--- config.mk ---
export PLATFORM = sky130hd
export DESIGN_NAME = agf_regs
export DESIGN_NICKNAME = d
export VERILOG_FILES = /design/src/agf_pkg.sv /design/src/agf_regs.sv
export VERILOG_INCLUDE_DIRS = /design/src
export SDC_FILE = /design/constraint.sdc
export NUM_CORES = 1
export LEC_CHECK = 0
export CELL_PAD_IN_SITES_DETAIL_PLACEMENT = 0
export CELL_PAD_IN_SITES_GLOBAL_PLACEMENT = 1
export CORE_MARGIN = 2
export CORE_UTILIZATION = 41
export CTS_CLUSTER_DIAMETER = 30
export DETAILED_ROUTE_END_ITERATION = 8
export DONT_BUFFER_PORTS = 1
export GPL_TIMING_DRIVEN = 0
export HOLD_SLACK_MARGIN = 0.06
export PLACE_DENSITY = 0.74
export RECOVER_POWER = 25
export SLEW_MARGIN = 25
export SYNTH_ARGS = -nofsm -noshare
export SYNTH_HDL_FRONTEND = slang
export SYNTH_SLANG_ARGS = --single-unit
--- constraint.sdc ---
create_clock -name clk_sys -period 1.7 [get_ports clk_sys]
set_input_delay 0.085 -clock clk_sys [delete_from_list [all_inputs] [get_ports clk_sys]]
set_output_delay 0.085 -clock clk_sys [all_outputs]
set_load 0.01 [all_outputs]
--- src/agf_regs_cfg.svh ---
// Register offsets, field positions and reset values for the amplifier/filter bank
`ifndef AGF_REGS_CFG_SVH
`define AGF_REGS_CFG_SVH
`define AGF_IDX_AMP          8'hC3
`define AGF_IDX_TERM         8'hC4
`define AGF_IDX_PWR          8'hC5
`define AGF_RST_REG          16'h0000
`define AGF_RST_PWR          2'h0
`define AGF_AMP_GAIN_BIT     13
`define AGF_AMP_CLAMP_BIT    7
`define AGF_AMP_CLVL_BIT     6
`define AGF_AMP_HPF_BIT      4
`define AGF_AMP_LPF_LSB      0
`define AGF_TERM_HPF_BIT     12
`define AGF_TERM_EN_BIT      8
`define AGF_TERM_GBL_LSB     6
`define AGF_TERM_IND_EN_BIT  5
`define AGF_TERM_IND_LSB     0
`define AGF_TERM_GAIN_LSB    13
`define AGF_LNA_GAIN_12DB    2'h2
`define AGF_PWR_MODE_INV     2'h0
`endif

--- src/agf_pkg.sv ---
// Types for the amplifier/filter configuration bank
package agf_pkg;
   // Decoded low-pass cutoff, one-hot
   typedef enum logic [6:0] {
      AGF_LPF_15 = 7'h01,
      AGF_LPF_20 = 7'h02,
      AGF_LPF_35 = 7'h04,
      AGF_LPF_30 = 7'h08,
      AGF_LPF_50 = 7'h10,
      AGF_LPF_10 = 7'h20,
      AGF_LPF_NA = 7'h40
   } agf_lpf_t;
   // Decoded termination resistor, one-hot
   typedef enum logic [4:0] {
      AGF_TERM_50  = 5'h01,
      AGF_TERM_100 = 5'h02,
      AGF_TERM_200 = 5'h04,
      AGF_TERM_400 = 5'h08,
      AGF_TERM_HIZ = 5'h10
   } agf_term_t;
endpackage : agf_pkg

--- src/agf_regs.sv ---
// AHB-Lite register bank for the amplifier and filter configuration of one path
// Summary of operation
// - Gain bit selects 24 dB or 30 dB
// - Clamp bit sense inverts in power mode 00
// - Clamp level bit selects -2 or 0 dBFS
// - Amp high-pass bypass: 1 switches filter out
// - Cutoff code maps to six filter cutoffs
// - All three registers reset zero, fully read/write
// - Input amp high-pass bypass: 1 disables filter
// - Termination enable bit turns termination on
// - Global code picks resistor, code 0 gives HiZ at 12 dB
// - Single resistor code acts only when enabled
//
// Register access over AHB-Lite was decided locally.
`timescale 1ns/100ps
`default_nettype none
`include "agf_regs_cfg.svh"
module agf_regs
   import agf_pkg::*;
(
   // Clock and reset
   input  wire logic        clk_sys,
   input  wire logic        reset,
   // AHB-Lite slave
   input  wire logic        hsel,
   input  wire logic [31:0] haddr,
   input  wire logic [1:0]  htrans,
   input  wire logic        hwrite,
   input  wire logic [2:0]  hsize,
   input  wire logic [31:0] hwdata,
   input  wire logic        hready,
   output var  logic [31:0] hrdata,
   output var  logic        hreadyout,
   output var  logic        hresp,
   // Amplifier controls
   output var  logic        amp_gain_30db,
   output var  logic        amp_clamp_on,
   output var  logic        amp_clamp_at_0dbfs,
   output var  logic        amp_highpass_on,
   output var  agf_lpf_t    lowpass_cutoff,
   // Input amplifier and termination controls
   output var  logic        input_amp_highpass_on,
   output var  logic        termination_on,
   output var  agf_term_t   termination_value,
   output var  logic        single_resistor_on,
   output var  logic [4:0]  single_resistor_code
);

   logic [15:0] amp_cfg, next_amp_cfg;
   logic [15:0] term_cfg, next_term_cfg;
   logic [1:0]  power_mode_select, next_power_mode_select;
   logic        wr_pend, next_wr_pend;
   logic [7:0]  wr_idx, next_wr_idx;
   logic [31:0] next_hrdata;
   logic        next_amp_gain_30db, next_amp_clamp_on, next_amp_clamp_at_0dbfs;
   logic        next_amp_highpass_on, next_input_amp_highpass_on, next_termination_on;
   logic        next_single_resistor_on;
   logic [4:0]  next_single_resistor_code;
   agf_lpf_t    next_lowpass_cutoff;
   agf_term_t   next_termination_value;
   logic        access;
   logic [7:0]  a_idx;

   // Word index of a byte address
   function automatic logic [7:0] word_idx(input logic [31:0] addr);
      word_idx = addr[9:2];
   endfunction : word_idx

   // Read value of a register index, zero for unmapped
   function automatic logic [31:0] rd_val(input logic [7:0] idx, input logic [15:0] a,
                                          input logic [15:0] t, input logic [1:0] p);
      rd_val = 32'h0000_0000;
      if (idx == `AGF_IDX_AMP) begin
         rd_val = {16'h0000, a};
      end else if (idx == `AGF_IDX_TERM) begin
         rd_val = {16'h0000, t};
      end else if (idx == `AGF_IDX_PWR) begin
         rd_val = {30'h0000_0000, p};
      end
   endfunction : rd_val

   assign access = hsel && hready && htrans[1];
   assign a_idx  = word_idx(haddr);

   // Bus state: writes land one cycle after the address phase, zero wait
   always_comb begin
      next_wr_pend           = access && hwrite;
      next_wr_idx            = access ? a_idx : wr_idx;
      next_amp_cfg           = amp_cfg;
      next_term_cfg          = term_cfg;
      next_power_mode_select = power_mode_select;
      next_hrdata            = hrdata;
      if (wr_pend) begin
         if (wr_idx == `AGF_IDX_AMP) begin
            next_amp_cfg = hwdata[15:0];
         end else if (wr_idx == `AGF_IDX_TERM) begin
            next_term_cfg = hwdata[15:0];
         end else if (wr_idx == `AGF_IDX_PWR) begin
            next_power_mode_select = hwdata[1:0];
         end
      end
      if (access && !hwrite) begin
         next_hrdata = rd_val(a_idx, next_amp_cfg, next_term_cfg, next_power_mode_select);
      end
   end

   // Decoded controls
   always_comb begin
      next_amp_gain_30db = next_amp_cfg[`AGF_AMP_GAIN_BIT];
      if (next_power_mode_select == `AGF_PWR_MODE_INV) begin
         next_amp_clamp_on = !next_amp_cfg[`AGF_AMP_CLAMP_BIT];
      end else begin
         next_amp_clamp_on = next_amp_cfg[`AGF_AMP_CLAMP_BIT];
      end
      next_amp_clamp_at_0dbfs = next_amp_cfg[`AGF_AMP_CLVL_BIT];
      next_amp_highpass_on    = !next_amp_cfg[`AGF_AMP_HPF_BIT];
      unique case (next_amp_cfg[`AGF_AMP_LPF_LSB +: 4])
         4'h0:    next_lowpass_cutoff = AGF_LPF_15;
         4'h4:    next_lowpass_cutoff = AGF_LPF_20;
         4'h5:    next_lowpass_cutoff = AGF_LPF_35;
         4'h6:    next_lowpass_cutoff = AGF_LPF_30;
         4'h7:    next_lowpass_cutoff = AGF_LPF_50;
         4'h8:    next_lowpass_cutoff = AGF_LPF_10;
         default: next_lowpass_cutoff = AGF_LPF_NA;
      endcase
      next_input_amp_highpass_on = !next_term_cfg[`AGF_TERM_HPF_BIT];
      next_termination_on        = next_term_cfg[`AGF_TERM_EN_BIT];
      unique case (next_term_cfg[`AGF_TERM_GBL_LSB +: 2])
         2'h0: next_termination_value =
               (next_term_cfg[`AGF_TERM_GAIN_LSB +: 2] == `AGF_LNA_GAIN_12DB)
               ? AGF_TERM_HIZ : AGF_TERM_50;
         2'h1: next_termination_value = AGF_TERM_100;
         2'h2: next_termination_value = AGF_TERM_200;
         2'h3: next_termination_value = AGF_TERM_400;
      endcase
      next_single_resistor_on   = next_term_cfg[`AGF_TERM_IND_EN_BIT];
      next_single_resistor_code = next_single_resistor_on
                                  ? next_term_cfg[`AGF_TERM_IND_LSB +: 5] : 5'h00;
   end

   // Registers
   always_ff @(posedge clk_sys) begin
      if (reset) begin
         amp_cfg               <= `AGF_RST_REG;
         term_cfg              <= `AGF_RST_REG;
         power_mode_select     <= `AGF_RST_PWR;
         wr_pend               <= 1'b0;
         wr_idx                <= 8'h00;
         hrdata                <= 32'h0000_0000;
         hreadyout             <= 1'b1;
         hresp                 <= 1'b0;
         amp_gain_30db         <= 1'b0;
         amp_clamp_on          <= 1'b1;
         amp_clamp_at_0dbfs    <= 1'b0;
         amp_highpass_on       <= 1'b1;
         lowpass_cutoff        <= AGF_LPF_15;
         input_amp_highpass_on <= 1'b1;
         termination_on        <= 1'b0;
         termination_value     <= AGF_TERM_50;
         single_resistor_on    <= 1'b0;
         single_resistor_code  <= 5'h00;
      end else begin
         amp_cfg               <= next_amp_cfg;
         term_cfg              <= next_term_cfg;
         power_mode_select     <= next_power_mode_select;
         wr_pend               <= next_wr_pend;
         wr_idx                <= next_wr_idx;
         hrdata                <= next_hrdata;
         hreadyout             <= 1'b1;
         hresp                 <= 1'b0;
         amp_gain_30db         <= next_amp_gain_30db;
         amp_clamp_on          <= next_amp_clamp_on;
         amp_clamp_at_0dbfs    <= next_amp_clamp_at_0dbfs;
         amp_highpass_on       <= next_amp_highpass_on;
         lowpass_cutoff        <= next_lowpass_cutoff;
         input_amp_highpass_on <= next_input_amp_highpass_on;
         termination_on        <= next_termination_on;
         termination_value     <= next_termination_value;
         single_resistor_on    <= next_single_resistor_on;
         single_resistor_code  <= next_single_resistor_code;
      end
   end

   // Checks
   property p_gain_follows;
      @(posedge clk_sys) disable iff (reset)
      ##1 amp_gain_30db == $past(next_amp_cfg[`AGF_AMP_GAIN_BIT]);
   endproperty
   a_gain_follows: assert property (p_gain_follows) else $error("gain mismatch");

   property p_clamp_sense;
      @(posedge clk_sys) disable iff (reset)
      amp_clamp_on == ((power_mode_select == `AGF_PWR_MODE_INV)
                       ^ amp_cfg[`AGF_AMP_CLAMP_BIT]);
   endproperty
   a_clamp_sense: assert property (p_clamp_sense) else $error("clamp sense wrong");

   property p_clamp_level;
      @(posedge clk_sys) disable iff (reset)
      1 |-> amp_clamp_at_0dbfs == amp_cfg[`AGF_AMP_CLVL_BIT];
   endproperty
   a_clamp_level: assert property (p_clamp_level) else $error("clamp level wrong");

   property p_hpf;
      @(posedge clk_sys) disable iff (reset)
      amp_highpass_on != amp_cfg[`AGF_AMP_HPF_BIT];
   endproperty
   a_hpf: assert property (p_hpf) else $error("amp high-pass wrong");

   property p_lpf_50;
      @(posedge clk_sys) disable iff (reset)
      (amp_cfg[3:0] == 4'h7) |-> (lowpass_cutoff == AGF_LPF_50);
   endproperty
   a_lpf_50: assert property (p_lpf_50) else $error("cutoff decode wrong");

   property p_write_lands;
      @(posedge clk_sys) disable iff (reset)
      (access && hwrite && a_idx == `AGF_IDX_AMP) ##1 1 |=> amp_cfg == $past(hwdata[15:0]);
   endproperty
   a_write_lands: assert property (p_write_lands) else $error("write lost");

   property p_lna_hpf;
      @(posedge clk_sys) disable iff (reset)
      input_amp_highpass_on != term_cfg[`AGF_TERM_HPF_BIT];
   endproperty
   a_lna_hpf: assert property (p_lna_hpf) else $error("input high-pass wrong");

   property p_term_en;
      @(posedge clk_sys) disable iff (reset)
      termination_on == term_cfg[`AGF_TERM_EN_BIT];
   endproperty
   a_term_en: assert property (p_term_en) else $error("termination enable wrong");

   property p_hiz;
      @(posedge clk_sys) disable iff (reset)
      (term_cfg[7:6] == 2'h0 && term_cfg[14:13] == 2'h2) |-> termination_value == AGF_TERM_HIZ;
   endproperty
   a_hiz: assert property (p_hiz) else $error("high impedance missing");

   property p_ind_res;
      @(posedge clk_sys) disable iff (reset)
      !term_cfg[`AGF_TERM_IND_EN_BIT] |-> single_resistor_code == 5'h00;
   endproperty
   a_ind_res: assert property (p_ind_res) else $error("resistor code leaks");

   // Clamp is on with a cleared bit in the inverted mode
   property p_clamp_inv;
      @(posedge clk_sys) disable iff (reset)
      (power_mode_select == 2'h0 && !amp_cfg[`AGF_AMP_CLAMP_BIT]) |-> amp_clamp_on == 1'b1;
   endproperty
   a_clamp_inv: assert property (p_clamp_inv) else $error("clamp off in mode 00");

   // Every defined cutoff code reaches its own decode
   property p_lpf_15;
      @(posedge clk_sys) disable iff (reset)
      (amp_cfg[3:0] == 4'h0) |-> (lowpass_cutoff == AGF_LPF_15);
   endproperty
   a_lpf_15: assert property (p_lpf_15) else $error("cutoff 15 wrong");

   property p_lpf_20;
      @(posedge clk_sys) disable iff (reset)
      (amp_cfg[3:0] == 4'h4) |-> (lowpass_cutoff == AGF_LPF_20);
   endproperty
   a_lpf_20: assert property (p_lpf_20) else $error("cutoff 20 wrong");

   property p_lpf_35;
      @(posedge clk_sys) disable iff (reset)
      (amp_cfg[3:0] == 4'h5) |-> (lowpass_cutoff == AGF_LPF_35);
   endproperty
   a_lpf_35: assert property (p_lpf_35) else $error("cutoff 35 wrong");

   property p_lpf_30;
      @(posedge clk_sys) disable iff (reset)
      (amp_cfg[3:0] == 4'h6) |-> (lowpass_cutoff == AGF_LPF_30);
   endproperty
   a_lpf_30: assert property (p_lpf_30) else $error("cutoff 30 wrong");

   property p_lpf_10;
      @(posedge clk_sys) disable iff (reset)
      (amp_cfg[3:0] == 4'h8) |-> (lowpass_cutoff == AGF_LPF_10);
   endproperty
   a_lpf_10: assert property (p_lpf_10) else $error("cutoff 10 wrong");

   // Global termination codes away from the high impedance case
   property p_term_400;
      @(posedge clk_sys) disable iff (reset)
      (term_cfg[7:6] == 2'h3) |-> termination_value == AGF_TERM_400;
   endproperty
   a_term_400: assert property (p_term_400) else $error("400 ohm code wrong");

   property p_term_50;
      @(posedge clk_sys) disable iff (reset)
      (term_cfg[7:6] == 2'h0 && term_cfg[14:13] != 2'h2) |-> termination_value == AGF_TERM_50;
   endproperty
   a_term_50: assert property (p_term_50) else $error("50 ohm code wrong");

   // Single resistor enable and code pass through when enabled
   property p_ind_on;
      @(posedge clk_sys) disable iff (reset)
      single_resistor_on == term_cfg[`AGF_TERM_IND_EN_BIT];
   endproperty
   a_ind_on: assert property (p_ind_on) else $error("resistor enable wrong");

   property p_ind_pass;
      @(posedge clk_sys) disable iff (reset)
      term_cfg[`AGF_TERM_IND_EN_BIT] |-> single_resistor_code == term_cfg[4:0];
   endproperty
   a_ind_pass: assert property (p_ind_pass) else $error("resistor code lost");

   // Read data of the amplifier register stands in the data phase
   property p_read_amp;
      @(posedge clk_sys) disable iff (reset)
      (access && !hwrite && a_idx == `AGF_IDX_AMP) |=> hrdata == {16'h0000, amp_cfg};
   endproperty
   a_read_amp: assert property (p_read_amp) else $error("read data wrong");

   // Both registers are zero right after reset
   property p_reset_zero;
      @(posedge clk_sys) disable iff (reset)
      $past(reset) |-> (amp_cfg == `AGF_RST_REG && term_cfg == `AGF_RST_REG);
   endproperty
   a_reset_zero: assert property (p_reset_zero) else $error("reset value wrong");

endmodule : agf_regs
`default_nettype wire

# Word-level counts from Yosys, hierarchy flattened
# Index checks and enable logic that the tools add are counted.
# Widths: inputs -> output; s select.
[totals]
reg_bits = 99
latch_bits = 0
ram_bits = 0
romBits = 0
inputBits = 74
output_inout_bits = 58
wordCells = 60
memories = 0
[classes]
add_sub_neg = 0
multipliers = 0
div = 0
magnitude_cmp = 0
eq_ne = 15
shifts = 0
muxes = 16
bitwise_logic = 1
reduce_logical = 12
[op_table]
columns = ["cell", "count"]
rows = [
  ["$mux 16", 7],
  ["$eq 8x8->1 const B", 6],
  ["$pmux 7 s6", 1],
  ["$pmux 5 s4", 1],
  ["$eq 4x3->1 const B", 4],
  ["$mux 2", 5],
  ["$eq 2x2->1 const B", 3],
  ["$mux 5", 1],
  ["$eq 4x4->1 const B", 1],
  ["$logic_and 1x1->1", 4],
  ["$logic_not 1->1", 4],
  ["$logic_not 2->1", 2],
  ["$logic_not 4->1", 1],
  ["$eq 2x1->1 const B", 1],
  ["$reduce_or 2->1", 1],
  ["$mux 1", 1],
  ["$not 1->1", 1],
]

# Logic depth before layout (Yosys ltp)
# Gate-level depths: netlist of run 1.
[logic_depth]
depth_word = 8
ltp_mapped = 7

# Worst setup path before layout of run 1
# No wires, ideal clock.
[synth_path]
path_type = "register -> register"
from = "register wr_idx[3]"
to = "register hrdata[5]"
setup_time_ps = 136
arrival_ps = 1514
t_required_ps = 1564
setup_slack_ps = 50
stages_incl_launch_ff = 7
n_path_buf = 1
period_less_slack_ps = 1650
path_cell_list = "dfxtp_1 > and4bb_1 > and4b_4 > buf_12 > mux2i_4 > o221a_1 > nor3_2"
[synth_between]
elab_chain_cells = 6
elab_cells_between_ends = 9
cone_classes = "2 x eq/ne; 7 x mux"
[synth_rtl]
columns = ["item", "line_no", "text"]
rows = [
  ["from (decl)", "agf_regs.sv:53", "logic [7:0] wr_idx, next_wr_idx;"],
  ["from (signal assigned)", "agf_regs.sv:167", "wr_idx <= next_wr_idx;"],
  ["$eq 8x8->1 (no line)", "--", ""],
  ["$mux 16", "agf_regs.sv:96", "end else if (wr_idx == `AGF_IDX_TERM) begin"],
  ["$mux 16", "agf_regs.sv:94", "if (wr_idx == `AGF_IDX_AMP) begin"],
  ["$mux 16", "agf_regs.sv:93", "if (wr_pend) begin"],
  ["$mux 16", "agf_regs.sv:75", "end else if (idx == `AGF_IDX_TERM) begin"],
  ["$mux 16 *", "agf_regs.sv:73", "if (idx == `AGF_IDX_AMP) begin"],
  ["to (signal assigned)", "agf_regs.sv:168", "hrdata <= next_hrdata;"],
  ["to (decl)", "agf_regs.sv:32", "output var logic [31:0] hrdata,"],
]
# Every way passes the cells marked *; elsewhere a longest branch is shown, timed or not.
# A chain may end at the register's enable or synchronous reset.

# Worst setup path after layout of run 1
[layout_path]
from = "register wr_idx[5]"
to = "register hrdata[4]"
# The elaborated chain is that of the path after synthesis.

==> key figures, run 1 <==
Min path
  – HP Start: hwdata[6]
  – Tightest Hold Check Type: input port to flop

Logic synthesis
  – Cells after synthesis: 330
  – Adder-cell share of the synthesized area: 0%
  – Mapped Area: between 0.003 and 0.004 sq mm
  – Number of flip-flops and latches in the synthesized netlist: 79
  – Xor/xnor cell area share of the yosys netlist: 0.272%
  – Main combinational cell family by area after synthesis: simple AND/OR/NAND/NOR gates
  – Simple-Gate Fraction of Synth Area: 21.2%
  – Average cell area after synthesis: between 9 and 10 sq um
  – Flip-flop cell with the highest count after synthesis: dfxtp_1
  – Number of distinct standard cells referenced by the synthesized netlist: 41
  – Sequential element share of the synthesized area: 49.2%
  – Post-synthesis mux area share: 11.6%
  – Yosys warns: 0
  – Count of flip-flops with a built-in enable after synthesis: 0
  – Post-synth ARST share: 0%
  – Compound-cell area share of the yosys netlist: 9.15%

Placement
  – Detailed placer's ending HPWL: 5290 um
  – Placer congestion estimate: 0.765
  – Area after detailed placement: 0.00340 sq mm
  – Total of buffers placed on input and output ports: 0

Timing
  – Setup Skew: 0.00641 ns
  – Setup repair after global routing missed its margin: yes
  – Final cycle utilization of the critical path: 108%
  – Number of pins exceeding their max-slew limit in the final report: 0
  – Slew at the pin with the worst max-slew slack: about 0.67 ns
  – Final Hold Vio Count: 0
  – Final number of setup-violating endpoints: 28
  – Fmax: approximately 550 MHz
  – Accumulated negative setup slack: -2.32 ns
  – Smallest setup slack after layout: -0.131 ns
  – Worst slew margin relative to its limit: 55.1%
  – Min Tclk post-route: 1.83 ns

Drt
  – Mean routed wirelength per cell: 16.4 um
  – First drt pass iteration count: 4
  – Number of remaining DRC errors: 0
  – Sum of routed wire length over all layers: just over 8000 um
  – Number of DRC violations after detailed-routing iteration 0: 104
  – Antenna Nets Post-Route: 0
  – Count of vias placed by the detailed router: 2522
  – Vias per Instance: between 5 and 6

Worst setup path
  – Worst path arrival time: 2.05 ns
  – Crit path max fanout: 5
  – Worst setup EP type: flop
  – Worst flop-to-flop path startpoint: wr_idx[5]
  – Launching element type of the critical path: flop
  – Family with the most delay on the worst path: simple AND/OR/NAND/NOR gates
  – Peak per-stage delay on the critical path: about 0.33 ns
  – CP Launch Point: wr_idx[5]
  – Worst path slowest cell: and4b_4
  – Cells along the critical path: and4bb_2, and4b_4, clkbuf_16, mux2i_4, o221a_4, nor3_2
  – Kind of critical path: flop to flop
  – Number of buffers and inverters on the critical path: 1
  – Required @ worst endpoint: 1.92 ns

Power
  – Worst vdd rail ir drop: 393 uV
  – Static leakage power: 1.65 nW
  – Pwr per Cell Area: 886 mW/mm^2

Clock network
  – Clock insertion delay at the later pin of the skew report: 0.35 ns
  – Maximum buffer depth of the clock tree: 2
  – H-tree levels: 3
  – Clock tree from TritonCTS: yes
  – Clk root buf: clkbuf_8
  – CTS sink count: 79
  – Clock buffers created by TritonCTS: 9
  – Reg clk slew, reported paths: 0.08 ns

Global route
  – Total gr overflow: 0
  – Antenna violations before repair: 0
  – Global-route usage over all layers: 19.3%
  – Maximum number of pins on one net before global-route repair: 14
  – Global-route wire length before repair: 12700 um
  – Number of global-route vias before repair: 2462

Layout
  – Post-route standard cell area excluding fillers: 0.00427 sq mm
  – Proportion of layout cells with a drive suffix above 1: 28.1%
  – Area used by multi-input combinational logic: 0.00166 sq mm
  – Filler cell count in the final layout: 695
  – Area occupied by registers: approximately 0.0016 sq mm
  – # nets final: around 470
  – Inserted Diodes: 0
  – Layout Area Growth over Synthesis: 32.7%

Die
  – Starting density of the core: 42.0%
  – Width of the die: 92.5 um
  – Site Rows: 32
  – Die outline area: 0.00856 sq mm
  – Floorplan die height: 92.5 um
  – Area inside the core boundary: 0.00765 sq mm
  – Top-level port count: 132

Run status
  – Status: complete, but fails checks
  – Violations in the final reports: negative setup slack

Job
  – Number of max-cap violations: 0
## cell usage after synthesis, types with 2 or more instances
cell	instances	area [sq um]
a21o_1	2	15.0
a21oi_1	10	50.1
a31oi_1	3	18.8
and2_1	3	18.8
and4b_1	2	20.0
buf_4	18	135
buf_6	3	33.8
clkbuf_1	15	56.3
conb_1	2	7.51
dfxtp_1	79	1580
inv_1	4	15.0
mux2i_1	35	350
nand2_1	18	67.6
nand2b_1	4	25.0
nand3_1	3	15.0
nand4_1	2	12.5
nor2_1	62	233
nor2b_1	2	12.5
nor3_1	14	70.1
nor3_2	11	110
nor3b_1	3	22.5
o21a_1	2	15.0
o21ai_0	2	10.0
o221a_1	2	22.5
o221a_2	12	135
o22ai_1	2	12.5
## area by class of cell
cell class	count	area share, %
Inverter	4	0.352
Buffer	39	6.42
Multi-Input combinational cell	224	39.0
Tap cell	102	2.99
Timing Repair Buffer	37	8.62
Clock inverter	6	2.55
Sequential cell	79	37.1
Clock buffer	10	2.99
## state kept, by name, indices dropped and copies added, names as in the netlist
signal and cells:
power_mode_select 2, lowpass_cutoff 7, single_resistor_code 5, amp_highpass_on 1
amp_clamp_on 1, wr_pend 1, input_amp_highpass_on 1, termination_value 5
amp_cfg 16, term_cfg 16, wr_idx 8, hrdata 16
## worst min-delay path, delay by kind of cell
| family | cells | cell delay, ns |
|---|---|---|
| AO/OA/AOI/OAI | 2 | 0.22 |
| AND/OR/NAND/NOR | 1 | 0.10 |
## path summary, 6_finish.rpt
path                            depth (start not counted)                    to  slack, ns
worst max register to register                          6             hrdata[4]      -0.13
worst min-delay path                                    3  termination_value[0]       0.09
worst min register to register                          2             wr_idx[4]       0.46
worst max-delay path                                    6             hrdata[4]      -0.13
## through the flow
stage | util (%) | std cells | hold slack [ns] | setup slack (ns) | total power [mW]
final | 55.8 | 501 | 0.0856 | -0.131 | 3.78
after global routing | 55.8 | 501 | 0.110 | -0.177 | 3.92
after CTS | 52.5 | 490 | 0.0666 | -0.0920 | 3.80
after detailed placement | 44.5 | 448 | 0.229 | -0.142 | 2.10
after global placement | 44.5 | 448 | 0.229 | -0.163 | 2.09
after floorplan | - | 346 | 0.221 | 0.0500 | 2.06
## layout by cell type (no fill, tap or decap), drive strengths merged, types with 3 or more instances in the layout
master	count
dfxtp	79
nor2	62
buf	37
mux2i	36
clkbuf	26
nor3	25
dlygate4sd3	23
nand2	18
conb	18
o221a	14
a21oi	10
nand2b	4
inv	4
nand3	3
a31oi	3
nor3b	3
bufinv	3
and4b	3
and2	3
clkinv	3
## kinds of logic (layout without fill, tap and decap cells)
| group | count (synthesis) | after routing |
|---|---|---|
| simple gates | 132 | 132 |
| xor+xnor | 1 | 1 |
| flops | 79 | 79 |
| compound gates | 37 | 37 |
| buf+inv | 43 | 96 |
| other cells | 2 | 18 |
| mux | 36 | 36 |
## metal layers
layer,vias to the layer above,global-route usage [%],part of all wire [%]
met5,-,0,0
met4,0,8.33,1.6
met3,10,5.45,6.1
met2,80,30.2,48
met1,1201,24.9,44
li1,1231,-,-
## what timing repair did
item                                    CTS  global route
gates cloned                              0             1
endpoints found under the setup margin   18            31
hold endpoints to repair                 49             0
setup buffers                             3            10
gates resized for setup                  25            31
hold buffers                             23             0
pin swaps                                 2            11
## report_power, final
group	internal, mW	switching (mW)	leakage (nW)
registers	1.87	0.0178	0.638
clock network	0.974	0.689	0.120
logic	0.106	0.128	0.895
No activity file was read; power rests on OpenSTA's default activity.
==> run 2: changes to the inputs <==
--- a/config.mk
+++ b/config.mk
@@ -6,10 +6,12 @@
 export SDC_FILE = /design/constraint.sdc
 export NUM_CORES = 1
 export LEC_CHECK = 0
+export ABC_AREA = 1
+export CAP_MARGIN = 5
 export CELL_PAD_IN_SITES_DETAIL_PLACEMENT = 0
 export CELL_PAD_IN_SITES_GLOBAL_PLACEMENT = 1
 export CORE_MARGIN = 2
-export CORE_UTILIZATION = 41
+export CORE_UTILIZATION = 38
 export CTS_CLUSTER_DIAMETER = 30
 export DETAILED_ROUTE_END_ITERATION = 8
 export DONT_BUFFER_PORTS = 1
==> run 2 against run 1 <==
  * The flow now finishes without violations
  * Combinational power shrank 2%
  * Die area up 16%
  * First-iteration DRC count grew 16%
  * Synthesized area increased by 8.1%
  * Sequential power barely moved
  * Critical path depth up 3
  * Via count is 21% higher
  * Cell area down 1.8%
  * Global-route usage shrank 0.66 points
  * Fmax is 17% higher
  * Register-to-register slack better by 0.27 ns
  * Critical endpoint is now hrdata[5]
  * Largest cell class is now flip-flops and latches
  * Largest power group unchanged
  * Highest routed layer unchanged
==> key figures, run 2 <==
Worst setup path
  – Cells along the critical path: nor2_4, nand3_4, nor2_4, buf_6, nand2_1, nand3_1, nand3_1, nand2_1, inv_1 (was and4bb_2, and4b_4, clkbuf_16, mux2i_4, o221a_4, nor3_2)
  – Launching element type of the critical path: flop (unchanged)
  – Worst flop-to-flop path startpoint: wr_idx[5] (unchanged)
  – Critical path endpoint: hrdata[5] (was hrdata[4])
  – RR Endpoint: hrdata[5] (was hrdata[4])
  – CP Launch Point: wr_idx[5] (unchanged)
  – Required @ worst endpoint: 1.96 ns (was 1.92 ns)
  – Worst path slowest cell: dfxtp_1 (was and4b_4)
  – Peak per-stage delay on the critical path: 0.34 ns (was 0.33 ns)
  – Number of cells traversed by the worst register-to-register path: 9 (was 6)
  – Crit path max fanout: 10 (was 5)
  – Kind of critical path: flop to flop (unchanged)
  – Worst R2R Setup Slack: 0.14 ns (was -0.13 ns)
  – Worst setup EP type: flop (unchanged)
  – Worst path arrival time: 1.83 ns (was 2.05 ns)

Logic synthesis
  – Post-synth ARST share: 0% (unchanged)
  – Compound-cell area share of the yosys netlist: 5.94% (was 9.15%)
  – Dominant cell type by area after synthesis: dfxtp_1 (unchanged)
  – Mapped Area: 0.00348 sq mm (was 0.00321 sq mm)
  – Yosys warns: 0 (unchanged)
  – Cells after synthesis: 508 (was 330)
  – List of most frequent post-synthesis cells: nand2_1 (122), inv_1 (87), nor2_1 (83) (was dfxtp_1 (79), nor2_1 (62), mux2i_1 (35))
  – Dominant cells by area after synthesis: dfxtp_1 (46%), nand2_1 (13%), inv_1 (9.4%) (was dfxtp_1 (49%), mux2i_1 (11%), nor2_1 (7.2%))
  – Average cell area after synthesis: 6.84 sq um (was 9.74 sq um)
  – Most instantiated library cell after synthesis: nand2_1 (was dfxtp_1)
  – Number of distinct standard cells referenced by the synthesized netlist: 26 (was 41)
  – Simple-Gate Fraction of Synth Area: 31.7% (was 21.2%)
  – Main combinational cell family by area after synthesis: simple AND/OR/NAND/NOR gates (unchanged)
  – Sequential element share of the synthesized area: 45.5% (was 49.2%)
  – Post-synthesis mux area share: 0% (was 11.6%)
  – Area share of the largest cell type after synthesis: 45.5% (was 49.2%)
  – Adder-cell share of the synthesized area: 0% (unchanged)
  – Count of flip-flops with a built-in enable after synthesis: 0 (unchanged)
  – Xor/xnor cell area share of the yosys netlist: 0% (was 0.272%)
  – Number of flip-flops and latches in the synthesized netlist: 79 (unchanged)
  – Flip-flop cell with the highest count after synthesis: dfxtp_1 (unchanged)

Layout
  – Highest-count cells in the layout ignoring fill and taps: nand2_1 (120), inv_1 (87), nor2_1 (80), dfxtp_1 (77), nand3_1 (40) (was dfxtp_1 (78), nor2_1 (60), buf_4 (28), dlygate4sd3_1 (23))
  – Final Core Density: 47.6% (was 55.8%)
  – Layout Area Growth over Synthesis: 20.5% (was 32.7%)
  – Inserted Diodes: 0 (unchanged)
  – Post-route standard cell area excluding fillers: 0.00419 sq mm (was 0.00427 sq mm)
  – Area used by multi-input combinational logic: 0.00141 sq mm (was 0.00166 sq mm)
  – Area occupied by registers: 0.00158 sq mm (about the same)
  – # nets final: 642 (was 468)
  – Top flop regs: amp_cfg: 16 flops, hrdata: 16 flops, term_cfg: 16 flops (unchanged)
  – Filler cell count in the final layout: 943 (was 695)
  – Proportion of layout cells with a drive suffix above 1: 12.4% (was 28.1%)
  – Commonest non-fill, non-tap cell in the layout: nand2_1 (was dfxtp_1)

Global route
  – Maximum number of pins on one net before global-route repair: 14 (unchanged)
  – Total gr overflow: 0 (unchanged)
  – Antenna violations before repair: 0 (unchanged)
  – Met3 track demand over resource: 4.22% (was 5.45%)
  – Global-route usage over all layers: 18.6% (was 19.3%)
  – GR Layer Usage met1: 24.4% (was 24.9%)
  – Number of global-route vias before repair: 2874 (was 2462)
  – GR Layer Usage met2: 29.7% (was 30.2%)
  – Global routing's busiest layer: met2 (unchanged)
  – Global-route wire length before repair: 14200 um (was 12700 um)

Die
  – Top-level port count: 132 (unchanged)
  – Area inside the core boundary: 0.00881 sq mm (was 0.00765 sq mm)
  – Starting density of the core: 39.5% (was 42.0%)
  – Site Rows: 34 (was 32)
  – Floorplan die height: 99.6 um (was 92.5 um)
  – Die outline area: 0.00993 sq mm (was 0.00856 sq mm)
  – Width of the die: 99.6 um (was 92.5 um)

Placement
  – Total of buffers placed on input and output ports: 0 (unchanged)
  – Detailed placer's ending HPWL: 6080 um (was 5290 um)
  – Worst slack after detailed placement: 0.0792 ns (was -0.142 ns)
  – Placer congestion estimate: 0.777 (was 0.765)
  – Area after detailed placement: 0.00367 sq mm (was 0.00340 sq mm)

Min path
  – Tightest Hold Check Type: input port to flop (unchanged)

Clock network
  – Reg clk slew, reported paths: 0.08 ns (about the same)
  – Clk root buf: clkbuf_8 (unchanged)
  – CTS sink count: 79 (unchanged)
  – Clock tree from TritonCTS: yes (unchanged)
  – Maximum buffer depth of the clock tree: 2 (unchanged)
  – Clock insertion delay at the later pin of the skew report: 0.36 ns (was 0.35 ns)
  – H-tree levels: 3 (unchanged)
  – Clock buffers created by TritonCTS: 9 (unchanged)

Power
  – Overall power after layout: 3.33 mW (was 3.78 mW)
  – Pwr per Cell Area: 796 mW/mm^2 (was 886 mW/mm^2)
  – Static leakage power: 1.89 nW (was 1.65 nW)
  – Worst vdd rail ir drop: 351 uV (was 393 uV)

Timing
  – Final Hold Vio Count: 0 (unchanged)
  – Final number of setup-violating endpoints: 0 (was 28)
  – Slew at the pin with the worst max-slew slack: 0.666 ns (was 0.674 ns)
  – Setup repair after global routing missed its margin: no (was yes)
  – Worst slew margin relative to its limit: 55.4% (was 55.1%)
  – Accumulated negative setup slack: 0 ns (was -2.32 ns)
  – Setup Skew: 0.00791 ns (was 0.00641 ns)
  – Smallest setup slack after layout: 0.137 ns (was -0.131 ns)
  – Final cycle utilization of the critical path: 92.0% (was 108%)
  – Min Tclk post-route: 1.56 ns (was 1.83 ns)
  – Fmax: 640 MHz (was 546 MHz)
  – Number of pins exceeding their max-slew limit in the final report: 0 (unchanged)

Drt
  – Vias per Instance: 4.48 (was 5.03)
  – Count of vias placed by the detailed router: 3048 (was 2522)
  – Number of DRC violations after detailed-routing iteration 0: 121 (was 104)
  – Antenna Nets Post-Route: 0 (unchanged)
  – Mean routed wirelength per cell: 12.8 um (was 16.4 um)
  – Number of remaining DRC errors: 0 (unchanged)
  – First drt pass iteration count: 4 (unchanged)
  – Sum of routed wire length over all layers: 8730 um (was 8200 um)

Run status
  – Status: completed (was complete, but fails checks)

Job
  – Number of max-cap violations: 0 (unchanged)
-- run 2: changes by cell type after synthesis, moves of 5 or more --
cell,change
nor2_1,+21
nor3_2,-11
o21ai_1,+11
nand3_1,+37
clkbuf_1,-5
nor3_1,-9
o21ai_0,+8
nand2_1,+104
o221a_2,-12
inv_1,+83
mux2i_1,-35
-- run 2: worst min path at each step --
stage	startpoint	end	slack (ns)	cells after the start
floorplan	hwrite	wr_pend	0.21	2
global placement	hwrite	wr_pend	0.22	2
detailed placement	hwrite	wr_pend	0.23	2
CTS	hwdata[7]	term_cfg[7]	0.06	4
global route	hwdata[7]	amp_cfg[7]	0.07	4
finish	hwdata[7]	amp_cfg[7]	0.04	4
-- run 2: per-stage QoR --
| stage | hold slack [ns] | cells |
|---|---|---|
| 6_report | 0.0355 | 681 |
| 5_1_grt | 0.0702 | 681 |
| 4_1_cts | 0.0623 | 675 |
| 3_5_place_dp | 0.226 | 632 |
| 3_3_place_gp | 0.220 | 632 |
| 2_1_floorplan | 0.213 | 524 |
-- run 2: what timing repair did --
action,CTS,global route
hold buffers,27,0
buffers inserted,0,5
endpoints found under the setup margin,0,30
hold endpoints to repair,56,0
resized for setup,0,14
-- run 2: kinds of logic after synthesis --
kind of cell,after synthesis
and+or+nand+nor,262
buffers and inverters,127
DFF,79
AOI/OAI and AO/OA,38
other,2
-- run 2: final cells by class --
cell class                      instances  area share (%)
Buffer                                 36            5.76
Clock buffer                           10            3.05
Timing Repair Buffer                   33            7.53
Sequential cell                        79            37.8
Clock inverter                          6           0.896
Multi-Input combinational cell        318            33.6
Inverter                               91            8.15
Tap cell                              108            3.23
-- run 2: routing by layer --
layer,wire (um),part of all wire [%]
met1,4000,46
met2,3960,45
met3,626,7.2
met4,146,1.7
met5,0,0
-- run 2: critical path, delay by kind of cell (launching register included) --
kind | cells | cell delay [ns]
flip-flops | 1 | 0.34
buffers and inverters | 2 | 0.22
AND/OR/NAND/NOR | 7 | 0.91
-- run 2: report_power, final --
part           internal [mW]  total [mW]  switching [mW]
clock                  0.522        1.21           0.691
combinational          0.103       0.230           0.126
sequential              1.87        1.89          0.0218
==> run 3: changes to the inputs <==
--- a/config.mk
+++ b/config.mk
@@ -15,7 +15,6 @@
 export CTS_CLUSTER_DIAMETER = 30
 export DETAILED_ROUTE_END_ITERATION = 8
 export DONT_BUFFER_PORTS = 1
-export GPL_TIMING_DRIVEN = 0
 export HOLD_SLACK_MARGIN = 0.06
 export PLACE_DENSITY = 0.74
 export RECOVER_POWER = 25
==> run 3 against run 2 <==
  * Fmax increased by 0.52%
  * Clock power increased by 14%
  * Cell count decreased by 4.7%
  * Die area unchanged
  * Flip-flop and latch count unchanged
  * Register-to-register slack improved by 0.04 ns
  * First-iteration DRC count decreased by 36%
  * Non-clock buffer count decreased by 32
  * Sequential share of layout area increased by 1.7 points
  * Total power increased by 3.6%
  * Largest cell class unchanged
  * Highest routed layer unchanged
==> key figures, run 3 (synthesis results as in run 2) <==
Run status
  – Status: completed (unchanged)

Placement
  – Area after detailed placement: 0.00353 sq mm (was 0.00367 sq mm)
  – Detailed placer's ending HPWL: 5130 um (was 6080 um)
  – Total of buffers placed on input and output ports: 0 (unchanged)
  – Placer congestion estimate: 0.778 (was 0.777)

Drt
  – Count of vias placed by the detailed router: 2970 (was 3048)
  – Sum of routed wire length over all layers: 7880 um (was 8730 um)
  – Antenna Nets Post-Route: 0 (unchanged)
  – Vias per Instance: 4.58 (was 4.48)
  – Mean routed wirelength per cell: 12.1 um (was 12.8 um)
  – Number of remaining DRC errors: 0 (unchanged)
  – First drt pass iteration count: 4 (unchanged)
  – Number of DRC violations after detailed-routing iteration 0: 78 (was 121)

Worst setup path
  – Launching element type of the critical path: input port (was flop)
  – Worst R2R Setup Slack: 0.18 ns (was 0.14 ns)
  – Kind of critical path: input port to flop (was flop to flop)
  – Worst path arrival time: 1.80 ns (was 1.83 ns)
  – CP Launch Point: reset (was wr_idx[5])
  – Crit path max fanout: 55 (was 10)
  – Number of cells traversed by the worst register-to-register path: 10 (was 9)
  – RR Endpoint: amp_clamp_on (was hrdata[5])
  – Required @ worst endpoint: 1.94 ns (was 1.96 ns)
  – Worst flop-to-flop path startpoint: wr_idx[6] (was wr_idx[5])
  – Worst setup EP type: flop (unchanged)

Global route
  – Number of global-route vias before repair: 2770 (was 2874)
  – Global-route wire length before repair: 13300 um (was 14200 um)
  – Antenna violations before repair: 0 (unchanged)
  – Total gr overflow: 0 (unchanged)
  – Maximum number of pins on one net before global-route repair: 56 (was 14)
  – Global-route usage over all layers: 17.2% (was 18.6%)

Layout
  – Post-route standard cell area excluding fillers: 0.00400 sq mm (was 0.00419 sq mm)
  – Area used by multi-input combinational logic: 0.00140 sq mm (was 0.00141 sq mm)
  – # nets final: 610 (was 642)
  – Layout Area Growth over Synthesis: 15.2% (was 20.5%)
  – Filler cell count in the final layout: 923 (was 943)
  – Top flop regs: amp_cfg: 16 flops, hrdata: 16 flops, term_cfg: 16 flops (unchanged)
  – Proportion of layout cells with a drive suffix above 1: 8.69% (was 12.4%)
  – Commonest non-fill, non-tap cell in the layout: nand2_1 (unchanged)
  – Highest-count cells in the layout ignoring fill and taps: nand2_1 (119), inv_1 (88), nor2_1 (82), dfxtp_1 (79), nand3_1 (40) (was nand2_1 (120), inv_1 (87), nor2_1 (80), dfxtp_1 (77), nand3_1 (40))
  – Area occupied by registers: 0.00158 sq mm (about the same)
  – Inserted Diodes: 0 (unchanged)

Timing
  – Final cycle utilization of the critical path: 91.5% (was 92.0%)
  – Final Hold Vio Count: 0 (unchanged)
  – Setup repair after global routing missed its margin: no (unchanged)
  – Accumulated negative setup slack: 0 ns (unchanged)
  – Setup Skew: 0.0106 ns (was 0.00791 ns)
  – Final number of setup-violating endpoints: 0 (unchanged)
  – Number of pins exceeding their max-slew limit in the final report: 0 (unchanged)
  – Min Tclk post-route: 1.56 ns (about the same)
  – Worst slew margin relative to its limit: 27.3% (was 55.4%)
  – Slew at the pin with the worst max-slew slack: 1.09 ns (was 0.666 ns)
  – Fmax: 643 MHz (was 640 MHz)

Clock network
  – Clock tree from TritonCTS: yes (unchanged)
  – Clock buffers created by TritonCTS: 9 (unchanged)
  – CTS sink count: 79 (unchanged)
  – Reg clk slew, reported paths: 0.08 ns (about the same)
  – Maximum buffer depth of the clock tree: 2 (unchanged)
  – Clk root buf: clkbuf_8 (unchanged)
  – H-tree levels: 3 (unchanged)
  – Clock insertion delay at the later pin of the skew report: 0.34 ns (was 0.36 ns)

Die
  – Floorplan die height: 99.6 um (unchanged)
  – Width of the die: 99.6 um (unchanged)
  – Site Rows: 34 (unchanged)
  – Area inside the core boundary: 0.00881 sq mm (unchanged)
  – Die outline area: 0.00993 sq mm (unchanged)
  – Starting density of the core: 39.5% (unchanged)
  – Top-level port count: 132 (unchanged)

Power
  – Pwr per Cell Area: 863 mW/mm^2 (was 796 mW/mm^2)
  – Static leakage power: 1.79 nW (was 1.89 nW)
  – Worst vdd rail ir drop: 322 uV (was 351 uV)
  – Overall power after layout: 3.45 mW (was 3.33 mW)

Min path
  – Tightest Hold Check Type: input port to flop (unchanged)
  – HP Start: hwdata[7] (unchanged)
  – Number of cells on the worst hold path: 4 (unchanged)
  – Hold Path Sink: term_cfg[7] (was amp_cfg[7])

Job
  – Number of max-cap violations: 0 (unchanged)
## run 3: changes by cell type in the layout (fill, tap and decap cells not counted), sizes merged
cell / change
buf: -18
clkbuf: -10
clkinvlp: -3
dlygate4sd3: -2
bufinv: +1
## run 3: worst max path at each step
stage	to	slack [ns]	cells past startpoint
2_1_floorplan	hrdata[5]	0.36	9
3_3_place_gp	amp_clamp_on	0.13	10
3_5_place_dp	amp_clamp_on	0.13	10
4_1_cts	amp_clamp_on	0.12	10
5_1_grt	amp_clamp_on	0.004	10
6_report	lowpass_cutoff[2]	0.14	5
## run 3: final cells by class
class	instances	area share [%]
Tap cell	108	3.38
Clock inverter	4	1.13
Timing Repair Buffer	37	8.94
Inverter	91	8.53
Multi-Input combinational cell	318	34.9
Sequential cell	79	39.5
Clock buffer	12	3.63
## run 3: layer usage
layer	global-route usage (%)	wire length, um	vias to the layer above
met1	21.9	3720	1329
met4	7.06	141	0
met5	0	0	-
met3	4.64	414	12
met2	27.6	3610	84
li1	-	-	1545
## run 3: metrics by stage
| step | instances | worst slack (ns) | utilization, % | hold slack (ns) |
|---|---|---|---|---|
| 2_1_floorplan | 524 | 0.362 | - | 0.213 |
| 3_3_place_gp | 606 | 0.126 | 40.0 | 0.162 |
| 3_5_place_dp | 606 | 0.131 | 40.0 | 0.163 |
| 4_1_cts | 648 | 0.116 | 45.4 | 0.0761 |
| 5_1_grt | 649 | 0.00410 | 45.5 | 0.0789 |
| 6_report | 649 | 0.145 | 45.5 | 0.0610 |
## run 3: worst max-delay path: stages
cell and delay [ns]:
dlygate4sd3_1 0.52, buf_2 0.83, a21oi_1 0.14, nand2_1 0.15, nor2_1 0.05
## run 3: power by group
part | leakage (nW) | internal [mW] | switching (mW)
combinational | 1.05 | 0.0721 | 0.111
clock | 0.100 | 0.714 | 0.666
sequential | 0.638 | 1.87 | 0.0204
## run 3: what timing repair did
| action | in CTS | in global routing |
|---|---|---|
| endpoints found under the setup margin | 0 | 15 |
| hold buffers | 26 | 0 |
| buffers inserted | 0 | 1 |
| endpoints found under the hold margin | 75 | 0 |
| resized for setup | 0 | 7 |
